File: src/rtl/comparator_pkg.sv
package comparator_pkg;
  localparam int ADDR_W = 3;
  localparam int DATA_W = 8;
  localparam int CH_W = 3;
  // Device register addresses
  localparam logic [2:0] ADDR_CTRL = 3'h0;
  localparam logic [2:0] ADDR_PIN_DIS = 3'h1;
  localparam logic [2:0] ADDR_CONV_B = 3'h2;
  localparam logic [2:0] ADDR_CONV_MUX = 3'h3;
  localparam logic [2:0] ADDR_CONV_A = 3'h4;
  // Comparator control bits
  localparam int CTRL_POWER_OFF = 7;
  localparam int CTRL_BANDGAP = 6;
  localparam int CTRL_RESULT = 5;
  localparam int CTRL_FLAG = 4;
  localparam int CTRL_IE = 3;
  localparam int CTRL_ROUTE = 2;
  localparam int MODE_LSB = 0;
  localparam int CONVB_MUX_EN = 6;
  localparam int CONVA_ENABLE = 7;
  localparam int MUX_CH_LSB = 0;
  localparam int PIN_NEG_OFF = 1;
  localparam int PIN_POS_OFF = 0;
  localparam logic [7:0] REG_RESET = 8'h00;
  typedef enum logic [1:0] {
    MODE_TOGGLE = 2'h0,
    MODE_RSVD = 2'h1,
    MODE_FALL = 2'h2,
    MODE_RISE = 2'h3
  } irq_mode_t;
  // Controller APB map
  localparam logic [11:0] APB_COMP_CFG = 12'h000;
  localparam logic [11:0] APB_ANALOG_CFG = 12'h004;
  localparam logic [11:0] APB_STATUS = 12'h008;
  localparam logic [11:0] APB_IRQ_STATUS = 12'h00c;
  localparam logic [11:0] APB_IRQ_MASK = 12'h010;
  localparam int HCFG_GLOBAL_IE = 8;
  localparam int AN_MUX_EN = 2;
  localparam int AN_CHAN_LSB = 4;
  localparam int AN_CONV_EN = 7;
  localparam int STATUS_BUSY = 8;
  localparam int IRQ_COMP = 0;
  localparam int IRQ_DONE = 1;
  localparam int IRQ_W = 2;
endpackage : comparator_pkg

File: src/rtl/comparator_link_if.sv
`timescale 1ns/1ps
interface comparator_link_if;
  logic [2:0] reg_addr;
  logic [7:0] reg_wdata;
  logic reg_wr;
  logic reg_rd;
  logic [7:0] reg_rdata;
  logic irq;
  logic irq_ack;
  logic global_irq_enable;
  modport dev (
    input reg_addr, reg_wdata, reg_wr, reg_rd, irq_ack, global_irq_enable,
    output reg_rdata, irq
  );
  modport ctl (
    output reg_addr, reg_wdata, reg_wr, reg_rd, irq_ack, global_irq_enable,
    input reg_rdata, irq
  );
endinterface : comparator_link_if

File: src/rtl/comparator_host.sv
// The register offsets and the APB slave port were left to the implementer.
`timescale 1ns/1ps
module comparator_host (
  // Clock and reset
  input wire logic pclk,
  input wire logic presetn,
  // APB slave
  input wire logic [11:0] paddr,
  input wire logic psel,
  input wire logic penable,
  input wire logic pwrite,
  input wire logic [31:0] pwdata,
  output logic [31:0] prdata,
  output logic pready,
  output logic pslverr,
  // Interrupt and timer side
  output logic irq,
  output logic timer_capture_irq_enable,
  // Link to comparator
  comparator_link_if.ctl link
);
  typedef enum logic [3:0] {
    ST_IDLE, ST_POLL, ST_POLL_WAIT, ST_POLL_TAKE,
    ST_CFG_OFF, ST_CFG_NEW, ST_CFG_ON,
    ST_AN_PIN, ST_AN_B, ST_AN_MUX, ST_AN_A, ST_AN_READ
  } host_state_t;

  host_state_t state_reg;
  logic [8:0] cfg_req_reg;
  logic [7:0] applied_reg;
  logic cfg_pend_reg;
  logic [7:0] an_req_reg;
  logic an_pend_reg;
  logic [7:0] status_reg;
  logic [1:0] irq_status_reg;
  logic [1:0] irq_mask_reg;
  logic [31:0] prdata_reg;
  logic pready_reg;
  logic irq_reg;
  logic cap_ie_reg;
  logic gie_reg;
  logic [2:0] addr_reg;
  logic [7:0] wdata_reg;
  logic wr_reg;
  logic rd_reg;
  logic ack_reg;
  logic ack_wait_reg;
  logic apb_wr;
  logic apb_rd;
  logic done;
  logic [7:0] cfg_off;

  assign apb_wr = psel && penable && pwrite;
  assign apb_rd = psel && !penable && !pwrite;
  assign done = (state_reg == ST_CFG_ON) || (state_reg == ST_AN_A);
  assign cfg_off = cfg_req_reg[7:0] & ~(8'h01 << comparator_pkg::CTRL_IE);

  ////////////////////////////////////////////////////////////////////////////////
  // APB registers; a new request while one of the same kind is pending is dropped
  always_ff @(posedge pclk or negedge presetn) begin
    if (!presetn) begin
      cfg_req_reg <= 9'h000;
      cfg_pend_reg <= 1'b0;
      an_req_reg <= 8'h00;
      an_pend_reg <= 1'b0;
      irq_mask_reg <= 2'h0;
    end else begin
      if (apb_wr && paddr == comparator_pkg::APB_COMP_CFG && !cfg_pend_reg) begin
        cfg_req_reg <= pwdata[8:0];
        cfg_pend_reg <= 1'b1;
      end else if (state_reg == ST_CFG_ON) begin
        cfg_pend_reg <= 1'b0;
      end
      if (apb_wr && paddr == comparator_pkg::APB_ANALOG_CFG && !an_pend_reg) begin
        an_req_reg <= pwdata[7:0];
        an_pend_reg <= 1'b1;
      end else if (state_reg == ST_AN_A) begin
        an_pend_reg <= 1'b0;
      end
      if (apb_wr && paddr == comparator_pkg::APB_IRQ_MASK) begin
        irq_mask_reg <= pwdata[1:0];
      end
    end
  end

  // Set wins over the write-one clear
  always_ff @(posedge pclk or negedge presetn) begin
    if (!presetn) begin
      irq_status_reg <= 2'h0;
    end else begin
      for (int i = 0; i < comparator_pkg::IRQ_W; i++) begin
        if ((i == comparator_pkg::IRQ_COMP && ack_reg) || (i == comparator_pkg::IRQ_DONE && done)) begin
          irq_status_reg[i] <= 1'b1;
        end else if (apb_wr && paddr == comparator_pkg::APB_IRQ_STATUS && pwdata[i]) begin
          irq_status_reg[i] <= 1'b0;
        end
      end
    end
  end

  always_ff @(posedge pclk or negedge presetn) begin
    if (!presetn) begin
      prdata_reg <= 32'h00000000;
      pready_reg <= 1'b0;
      irq_reg <= 1'b0;
    end else begin
      pready_reg <= 1'b1;
      irq_reg <= |(irq_status_reg & irq_mask_reg);
      if (apb_rd) begin
        unique case (paddr)
          comparator_pkg::APB_COMP_CFG: prdata_reg <= {23'h000000, cfg_req_reg};
          comparator_pkg::APB_ANALOG_CFG: prdata_reg <= {24'h000000, an_req_reg};
          comparator_pkg::APB_STATUS:
            prdata_reg <= {23'h000000, cfg_pend_reg | an_pend_reg, status_reg};
          comparator_pkg::APB_IRQ_STATUS: prdata_reg <= {30'h00000000, irq_status_reg};
          comparator_pkg::APB_IRQ_MASK: prdata_reg <= {30'h00000000, irq_mask_reg};
          default: prdata_reg <= 32'h00000000;
        endcase
      end
    end
  end

  ////////////////////////////////////////////////////////////////////////////////
  // Sequencer; idle time polls the comparator control register
  always_ff @(posedge pclk or negedge presetn) begin
    if (!presetn) begin
      state_reg <= ST_IDLE;
      addr_reg <= comparator_pkg::ADDR_CTRL;
      wdata_reg <= 8'h00;
      wr_reg <= 1'b0;
      rd_reg <= 1'b0;
      status_reg <= 8'h00;
      applied_reg <= 8'h00;
      cap_ie_reg <= 1'b0;
      gie_reg <= 1'b0;
    end else begin
      wr_reg <= 1'b0;
      rd_reg <= 1'b0;
      unique case (state_reg)
        ST_IDLE: begin
          if (cfg_pend_reg) begin
            state_reg <= ST_CFG_OFF;
          end else if (an_pend_reg) begin
            state_reg <= ST_AN_PIN;
          end else begin
            state_reg <= ST_POLL;
          end
        end
        ST_POLL: begin
          addr_reg <= comparator_pkg::ADDR_CTRL;
          rd_reg <= 1'b1;
          state_reg <= ST_POLL_WAIT;
        end
        ST_POLL_WAIT: state_reg <= ST_POLL_TAKE;
        ST_POLL_TAKE: begin
          status_reg <= link.reg_rdata;
          state_reg <= ST_IDLE;
        end
        // RULE4: enable dropped before power change
        // RULE11: enable dropped before mode change
        ST_CFG_OFF: begin
          addr_reg <= comparator_pkg::ADDR_CTRL;
          wdata_reg <= applied_reg & ~(8'h03 << comparator_pkg::CTRL_IE);
          wr_reg <= 1'b1;
          state_reg <= ST_CFG_NEW;
        end
        // Clears any flag raised before this write, not one the new settings raise
        ST_CFG_NEW: begin
          wdata_reg <= cfg_off | (8'h01 << comparator_pkg::CTRL_FLAG);
          wr_reg <= 1'b1;
          state_reg <= ST_CFG_ON;
        end
        ST_CFG_ON: begin
          wdata_reg <= cfg_req_reg[7:0] & ~(8'h01 << comparator_pkg::CTRL_FLAG);
          wr_reg <= 1'b1;
          applied_reg <= cfg_req_reg[7:0];
          gie_reg <= cfg_req_reg[comparator_pkg::HCFG_GLOBAL_IE];
          // RULE13: timer capture enable follows route
          cap_ie_reg <= cfg_req_reg[comparator_pkg::CTRL_ROUTE];
          state_reg <= ST_IDLE;
        end
        // RULE15: analog pins get digital-off
        ST_AN_PIN: begin
          addr_reg <= comparator_pkg::ADDR_PIN_DIS;
          wdata_reg <= {6'h00, an_req_reg[1:0]};
          wr_reg <= 1'b1;
          state_reg <= ST_AN_B;
        end
        ST_AN_B: begin
          addr_reg <= comparator_pkg::ADDR_CONV_B;
          wdata_reg <= {7'h00, an_req_reg[comparator_pkg::AN_MUX_EN]} << comparator_pkg::CONVB_MUX_EN;
          wr_reg <= 1'b1;
          state_reg <= ST_AN_MUX;
        end
        ST_AN_MUX: begin
          addr_reg <= comparator_pkg::ADDR_CONV_MUX;
          wdata_reg <= {5'h00, an_req_reg[comparator_pkg::AN_CHAN_LSB +: comparator_pkg::CH_W]};
          wr_reg <= 1'b1;
          state_reg <= ST_AN_A;
        end
        ST_AN_A: begin
          addr_reg <= comparator_pkg::ADDR_CONV_A;
          wdata_reg <= {an_req_reg[comparator_pkg::AN_CONV_EN], 7'h00};
          wr_reg <= 1'b1;
          state_reg <= ST_AN_READ;
        end
        // Read back the disable register once
        ST_AN_READ: begin
          addr_reg <= comparator_pkg::ADDR_PIN_DIS;
          rd_reg <= 1'b1;
          state_reg <= ST_IDLE;
        end
      endcase
    end
  end

  // Vector taken once per request; waits for the request to fall
  always_ff @(posedge pclk or negedge presetn) begin
    if (!presetn) begin
      ack_reg <= 1'b0;
      ack_wait_reg <= 1'b0;
    end else begin
      ack_reg <= link.irq && !ack_wait_reg && !ack_reg;
      if (ack_reg) begin
        ack_wait_reg <= 1'b1;
      end else if (!link.irq) begin
        ack_wait_reg <= 1'b0;
      end
    end
  end

  assign prdata = prdata_reg;
  assign pready = pready_reg;
  assign pslverr = 1'b0 & pready_reg;
  assign irq = irq_reg;
  assign timer_capture_irq_enable = cap_ie_reg;
  assign link.reg_addr = addr_reg;
  assign link.reg_wdata = wdata_reg;
  assign link.reg_wr = wr_reg;
  assign link.reg_rd = rd_reg;
  assign link.irq_ack = ack_reg;
  assign link.global_irq_enable = gie_reg;
endmodule : comparator_host

File: src/flat_wrapper.sv
// flat-port wrapper written by rule: the top's interface ports become plain ports
module comparator_host_flat 
  (pclk, presetn, paddr, psel, penable, pwrite, pwdata, prdata, pready, pslverr, irq, timer_capture_irq_enable, link_reg_addr, link_reg_wdata, link_reg_wr, link_reg_rd, link_irq_ack, link_global_irq_enable, link_reg_rdata, link_irq);
  comparator_link_if link_i ();
  input wire logic pclk;
  input wire logic presetn;
  input wire logic [11:0] paddr;
  input wire logic psel;
  input wire logic penable;
  input wire logic pwrite;
  input wire logic [31:0] pwdata;
  output logic [31:0] prdata;
  output logic pready;
  output logic pslverr;
  output logic irq;
  output logic timer_capture_irq_enable;
  output wire logic [$bits(link_i.reg_addr)-1:0] link_reg_addr;
  output wire logic [$bits(link_i.reg_wdata)-1:0] link_reg_wdata;
  output wire logic [$bits(link_i.reg_wr)-1:0] link_reg_wr;
  output wire logic [$bits(link_i.reg_rd)-1:0] link_reg_rd;
  output wire logic [$bits(link_i.irq_ack)-1:0] link_irq_ack;
  output wire logic [$bits(link_i.global_irq_enable)-1:0] link_global_irq_enable;
  input wire logic [$bits(link_i.reg_rdata)-1:0] link_reg_rdata;
  input wire logic [$bits(link_i.irq)-1:0] link_irq;
  assign link_reg_addr = link_i.reg_addr;
  assign link_reg_wdata = link_i.reg_wdata;
  assign link_reg_wr = link_i.reg_wr;
  assign link_reg_rd = link_i.reg_rd;
  assign link_irq_ack = link_i.irq_ack;
  assign link_global_irq_enable = link_i.global_irq_enable;
  assign link_i.reg_rdata = link_reg_rdata;
  assign link_i.irq = link_irq;
  comparator_host u_core (.pclk(pclk), .presetn(presetn), .paddr(paddr), .psel(psel), .penable(penable), .pwrite(pwrite), .pwdata(pwdata), .prdata(prdata), .pready(pready), .pslverr(pslverr), .irq(irq), .timer_capture_irq_enable(timer_capture_irq_enable), .link(link_i));
endmodule
File: config.mk
export PLATFORM = sky130hd
export DESIGN_NAME = comparator_host_flat
export DESIGN_NICKNAME = d
export VERILOG_FILES = /design/src/rtl/comparator_pkg.sv /design/src/rtl/comparator_link_if.sv /design/src/rtl/comparator_host.sv /design/src/flat_wrapper.sv
export SDC_FILE = /design/constraint.sdc
export NUM_CORES = 1
export LEC_CHECK = 0
export BUFFER_PORTS_ARGS = -buffer_cell sky130_fd_sc_hd__clkbuf_2
export CAP_MARGIN = 20
export CORE_MARGIN = 3
export CORE_UTILIZATION = 42
export CTS_CLUSTER_DIAMETER = 40
export DETAILED_ROUTE_END_ITERATION = 7
export PLACE_DENSITY_LB_ADDON = 0.05
export SLEW_MARGIN = 20
export SYNTH_ARGS = -nofsm -noshare
export SYNTH_HDL_FRONTEND = slang
export SYNTH_SLANG_ARGS = --single-unit
File: constraint.sdc
create_clock -name pclk -period 2.25 [get_ports pclk]
set_input_delay 0.45 -clock pclk [delete_from_list [all_inputs] [get_ports pclk]]
set_output_delay 0.45 -clock pclk [all_outputs]
set_load 0.02 [all_outputs]
# Word-level counts from Yosys, hierarchy flattened
# Index checks and enable logic that the tools add are counted.
# word_totals
word_cells	92
in_bits	58
regBits	94
out_inout_bits	51
# op_classes
mux	18
n_reduce_logical	35
n_eq_ne	16
n_bitwise	2
# op_table
cell	n
8-bit case mux with 7 select lines	1
9-bit case mux with 5 select lines	1
4-bit case mux with 10 select lines	1
12-bit by 4-bit equality test with 1-bit output (second input constant)	2
4-bit by 3-bit equality test with 1-bit output (second input constant)	4
4-bit equality test (second input constant)	4
3-bit case mux with 5 select lines	1
1-bit logical AND	14
12-bit by 3-bit equality test with 1-bit output (second input constant)	1
12-bit by 5-bit equality test with 1-bit output (second input constant)	1
12-bit logical NOT	1
1-bit two-way mux	12
4-bit by 2-bit equality test with 1-bit output (second input constant)	2
2-bit nonzero test	4
2-bit OR reduction	4
7-bit nonzero test	1
7-bit OR reduction	1
1-bit logical NOT	6
5-bit nonzero test	1
4-bit by 1-bit equality test with 1-bit output (second input constant)	1
4-bit logical NOT	1
4-bit two-way mux	1
3-bit two-way mux	1
3-bit OR reduction	1
4 further kinds	4

# Longest topological paths before layout
# logic_depth
depth_word	6
ltp_mapped	7
mapped_depth_nobuf	4

# Worst setup path before layout
# OpenSTA, ideal clock, no wires.
# synth_timing
path_type	input to register
from	input port paddr[9]
to	register u_core.cfg_req_reg[0]
setup_ns	0.125
cell_stages	5
t_arrival_ns	1.761
n_path_buf	1
setup_slack_ns	0.364
t_required_ns	2.125
cell_sequence	nor3_1 > nand4b_2 > or3_1 > buf_6 > mux2_4
# synth_between
elab_chain_cells	3
# synth_lines
item	line_no	rtl
start, declared	flat_wrapper.sv:7	input wire logic [11:0] paddr;
12-bit logical NOT	comparator_host.sv:68	if (apb_wr && paddr == comparator_pkg::APB_COMP_CFG && !cfg_pend_reg) begin
1-bit logical AND (2 in a row)	comparator_host.sv:68	
end signal, assigned	comparator_host.sv:69	cfg_req_reg <= pwdata[8:0];
end, declared	comparator_host.sv:29	logic [8:0] cfg_req_reg;
# No other way between the ends.
# A chain may end at the register's enable or synchronous reset.

# Final worst setup path
# layout_timing
from	register u_core.state_reg[3]
to	register u_core.wdata_reg[2] (netlist: u_core.link.reg_wdata[2])
# layout_between
elab_chain_cells	2
word_cells_on_any_way	9
classes_between	7 x eq/ne; 1 x mux; 1 x reduce/logical
# layout_lines
item	line_no	rtl
start, declared	comparator_host.sv:28	host_state_t state_reg;
start signal, assigned	comparator_host.sv:127	state_reg <= ST_IDLE;
start signal, assigned	comparator_host.sv:142	state_reg <= ST_CFG_OFF;
start signal, assigned	comparator_host.sv:144	state_reg <= ST_AN_PIN;
4-bit equality test / 4-bit by 3-bit equality test with 1-bit output (equally long branches)	comparator_host.sv:139	unique case (state_reg)
8-bit case mux with 7 select lines / 7-bit nonzero test (equally long branches)	-	
end signal, assigned	comparator_host.sv:163	wdata_reg <= applied_reg & ~(8'h03 << comparator_pkg::CTRL_IE);
end signal, assigned	comparator_host.sv:169	wdata_reg <= cfg_off | (8'h01 << comparator_pkg::CTRL_FLAG);
end signal, assigned	comparator_host.sv:174	wdata_reg <= cfg_req_reg[7:0] & ~(8'h01 << comparator_pkg::CTRL_FLAG);
end, declared	comparator_host.sv:43	logic [7:0] wdata_reg;
# Several ways; a longest one is shown, not always the timed one.

==> Flow_metrics.wiki <==
{| class="wikitable"
! Metric !! Value
|-
| Result of the run || complete, no violations
|-
| Synth Cell Area || 0.003505 mm²
|-
| Die Y-Extent || 97.35 µm
|-
| Total area of multi-input combinational cells || about 0.0016 mm²
|-
| CTS tree || built
|-
| Crit path launch || u_core.state_reg[3]$_DFF_PN0_
|-
| Reg2reg end || u_core.link.reg_wdata[2]$_DFFE_PN0P_
|-
| Detail-routed via count per cell || roughly 5.3
|-
| Largest voltage drop on the vdd net || roughly 320 µV
|-
| Initial antenna violation count || 0
|-
| Per-instance average area after synthesis || 10.72 µm²
|-
| Number of nets in the final layout || 454
|-
| Post-route clock skew || around 14 ps
|-
| Standby leakage power || between 0.002 and 0.0025 µW
|-
| Clock buffer depth || 2
|-
| Max-slew violations || 0
|-
| Final std cell area, no fill || around 0.0041 mm²
|-
| Initial Utilization || 44.21%
|-
| Path length in cells of the critical path || 5
|-
| WP data arrival || 2130 ps
|-
| IO Count || approximately 110
|-
| R2R setup slack || between 300 and 400 ps
|-
| Number of gates resized after cts || 0
|-
| Share of async-settable or async-resettable flops after synthesis || between 90% and 100%
|-
| Last weighted congestion value of the routability-driven placer || approximately 0.81
|-
| Final Hold Fails || 0
|-
| Number of remaining DRC errors || 0
|-
| Number of placement rows || 32
|-
| Setup repair after global routing missed its margin || false
|-
| Remaining global-route overflow || 0
|-
| Critical path's slowest cell || dfrtp_1
|-
| Critical path required time || 2520 ps
|-
| Post-synthesis share of cell area spent on and, or, nand and nor gates || a little under an eighth
|-
| TritonRoute pass-1 iters || 5
|-
| Hpwl dp || 5.736 mm
|-
| Critical-path maximum fanout || 19
|-
| IO Port Bufs || ~60
|-
| Average wire per cell in the routed design || approximately 16 µm
|-
| Number of flops mapped to enable cells by yosys || 0
|-
| Maximum number of pins on one net before global-route repair || 69
|-
| Number of setup violations in the final report || 0
|-
| Fraction of final layout cells with drive strength greater than 1 || approximately a third
|-
| Category of cells accounting for the largest share of critical-path delay || simple AND/OR/NAND/NOR gates
|-
| Timing endpoint of the critical path || u_core.link.reg_wdata[2]$_DFFE_PN0P_
|-
| Overall routing resource usage || between 10% and 20%
|-
| Floorplan die area || 0.009476 mm²
|-
| Max cap viols || 0
|-
| Root Buffer Master || clkbuf_8
|-
| Setup CP Type || flop to flop
|-
| Core outline area || 0.007928 mm²
|-
| ANT cells || 0
|-
| Filler cell count in the final layout || ~750
|-
| Total of warnings raised by yosys || 0
|-
| Post-CTS setup buffer count || 0
|-
| Buffers & Inverters on Critical Path || 1
|-
| Placed cell area || approximately 0.0039 mm²
|-
| Multiplexer fraction of the synthesized cell area || 15.49%
|-
| Total negative slack for setup checks || 0 ps
|-
| Kind of start point of the critical path || flop
|-
| Source of the worst register-to-register timing path || u_core.state_reg[3]$_DFF_PN0_
|-
| Detail Route Antenna Nets || 0
|-
| Clk_lat worst skew || around 350 ps
|-
| Initial drt markers || roughly 150
|-
| First-pass GRT wire length || 13.40 mm
|-
| Post-synthesis sequential area ratio || 48.55%
|-
| Fmax || about 540 MHz
|-
| Level count of the clock H-tree || 3
|-
| Adder-cell area share of the yosys netlist || 0%
|-
| Clock slew seen by the registers of the worst setup and hold paths || 80 ps
|-
| Register area || about 0.0017 mm²
|-
| Total number of vias || between 2000 and 3000
|-
| Compound-Gate Fraction of Synth Area || approximately 15%
|-
| Quantity of hold-fixing buffers added after cts || 0
|-
| TritonCTS sink count || 68
|-
| Synth Area in XOR/XNOR || less than 1%
|-
| HP Class || primary input to asynchronous set/reset pin
|-
| Most common cell type on the critical path || nand2_1
|-
| Synthesis-stage register bit count || ~70
|-
| Via count of the first global-routing pass || roughly 2600
|-
| Top_reg_cell synth || dfrtp_1
|-
| Crit. End Element || flop
|-
| Mapped Cells || roughly 330
|-
| Synth-to-Final Area Change || 18.24%
|-
| Final min period || 1861 ps
|-
| Portion of the clock cycle consumed by the worst path in the final layout || 82.71%
|-
| Path depth of the worst reg2reg path || 5
|-
| Main combinational cell family by area after synthesis || multiplexers
|-
| Number of distinct library cells after synthesis || 47
|-
| Critical-path cell list || buf_4 -> nor2b_1 -> nand2_1 -> nand2_1 -> a2bb2oi_1
|-
| Max stage delay on crit path || roughly 550 ps
|-
| Die Width || 97.35 µm
|-
| Pwr dens || approximately 740 mW/mm²
|-
| Hold slack final || approximately 100 ps
|-
| CTS buffer count || 9
|-
| Final routed wirelength across all metal layers || approximately 8.1 mm
|}
logic make-up (layout without fill, tap and decap cells):
| group | count (synthesis) | in the layout |
|---|---|---|
| compound gates | 77 | 77 |
| xor+xnor | 3 | 3 |
| buf+inv | 48 | 99 |
| flops | 68 | 68 |
| mux | 46 | 46 |
| other cells | 2 | 25 |
| simple gates | 83 | 83 |
per-layer routing:
layer / routed length, µm / up-vias / share of wire, % / global-route usage, %
li1: - / 1259 / - / -
met1: 3876 / 1321 / 48 / 24.83
met2: 3815 / 67 / 47 / 27.23
met3: 350 / 7 / 4.3 / 3.661
met4: 82 / 0 / 1.0 / 5.112
met5: 0 / - / 0 / 0
synthesized netlist by cell type, types with 2 or more instances:
library cell  count  area share, %
a21oi_1          19            2.7
a2bb2oi_1         4            1.0
o32ai_1           3           0.75
o21a_1            2           0.43
a22o_1            3           0.75
buf_4            24            5.1
a21o_1            3           0.64
nand2b_1          4           0.71
mux2i_1           7            2.0
inv_1             7           0.75
a31oi_1           2           0.36
o32a_1            2           0.57
nand2_1          31            3.3
conb_1            2           0.21
o31ai_1           7            1.5
nor3_1            3           0.43
o221ai_1          2           0.50
mux2_4            9            3.9
o22ai_1           4           0.71
nor4_4            2            1.2
a221o_1           2           0.57
buf_1             3           0.32
nor2_1           25            2.7
a32o_1            2           0.57
nor2b_1           3           0.54
nor3b_1           4           0.86
dfrtp_1          68             49
mux2_2           30            9.6
nand3_1           6           0.86
clkbuf_1         11            1.2
o21ai_0          15            2.1
buf_2             2           0.29
xor2_1            2           0.50
worst min path at each step:
stage	start	endpoint
2_1_floorplan	presetn	u_core.ack_wait_reg$_DFFE_PN0P_
3_3_place_gp	u_core.ack_wait_reg$_DFFE_PN0P_	u_core.link.irq_ack$_DFF_PN0_
3_5_place_dp	u_core.ack_wait_reg$_DFFE_PN0P_	u_core.link.irq_ack$_DFF_PN0_
4_1_cts	presetn	u_core.link.irq_ack$_DFF_PN0_
5_1_grt	presetn	u_core.link.irq_ack$_DFF_PN0_
6_report	presetn	u_core.link.irq_ack$_DFF_PN0_
through the flow:
stage	instances	worst slack, ps	util, %	power, µW
2_1_floorplan	350	363.9	-	1701
5_1_grt	503	281.4	52.27	3204
6_report	503	389.1	52.27	3067
3_3_place_gp	487	268.4	49.13	1835
3_5_place_dp	487	223.6	49.13	1839
4_1_cts	503	418.5	52.27	3094
cell usage in the layout, fill, tap and decap left out, drive strengths merged, types with 2 or more instances in the layout:
cell type,netlist,layout
clkbuf,11,70
dfrtp,68,68
mux2,39,39
nand2,31,31
nor2,25,25
conb,2,25
a21oi,19,19
buf,30,16
o21ai,15,15
inv,7,7
mux2i,7,7
o31ai,7,7
nand3,7,7
nand2b,4,4
nor3b,4,4
o22ai,4,4
a2bb2oi,4,4
nor3,4,4
nor2b,3,3
o32ai,3,3
a22o,3,3
a21o,3,3
bufinv,0,3
o221ai,2,2
xor2,2,2
a31oi,2,2
o21a,2,2
a32o,2,2
a221o,2,2
o32a,2,2
nor4,2,2
clkinv,0,2
worst register-to-register path, cell delays in order, from the launching register on:
cell and delay (ps):
dfrtp_1 550, buf_4 300, nor2b_1 320, nand2_1 150
nand2_1 260, a2bb2oi_1 210
power breakdown:
| group | leakage (µW) | internal (µW) | total (µW) | switching [µW] |
|---|---|---|---|---|
| sequential | 0.000904 | 1310 | 1370 | 67.0 |
| clock | 0.000122 | 766 | 1250 | 486 |
| combinational | 0.00102 | 176 | 441 | 265 |
layout make-up:
| class | count | area share, % |
|---|---|---|
| inverter | 7 | 0.6341 |
| multi-input combinational | 234 | 38.83 |
| clock buffer | 10 | 3.321 |
| sequential | 68 | 41.06 |
| clock inverter | 6 | 2.687 |
| timing repair buffer | 76 | 10.39 |
| tap | 102 | 3.080 |
Note: power is estimated with default switching activity, not from simulation.
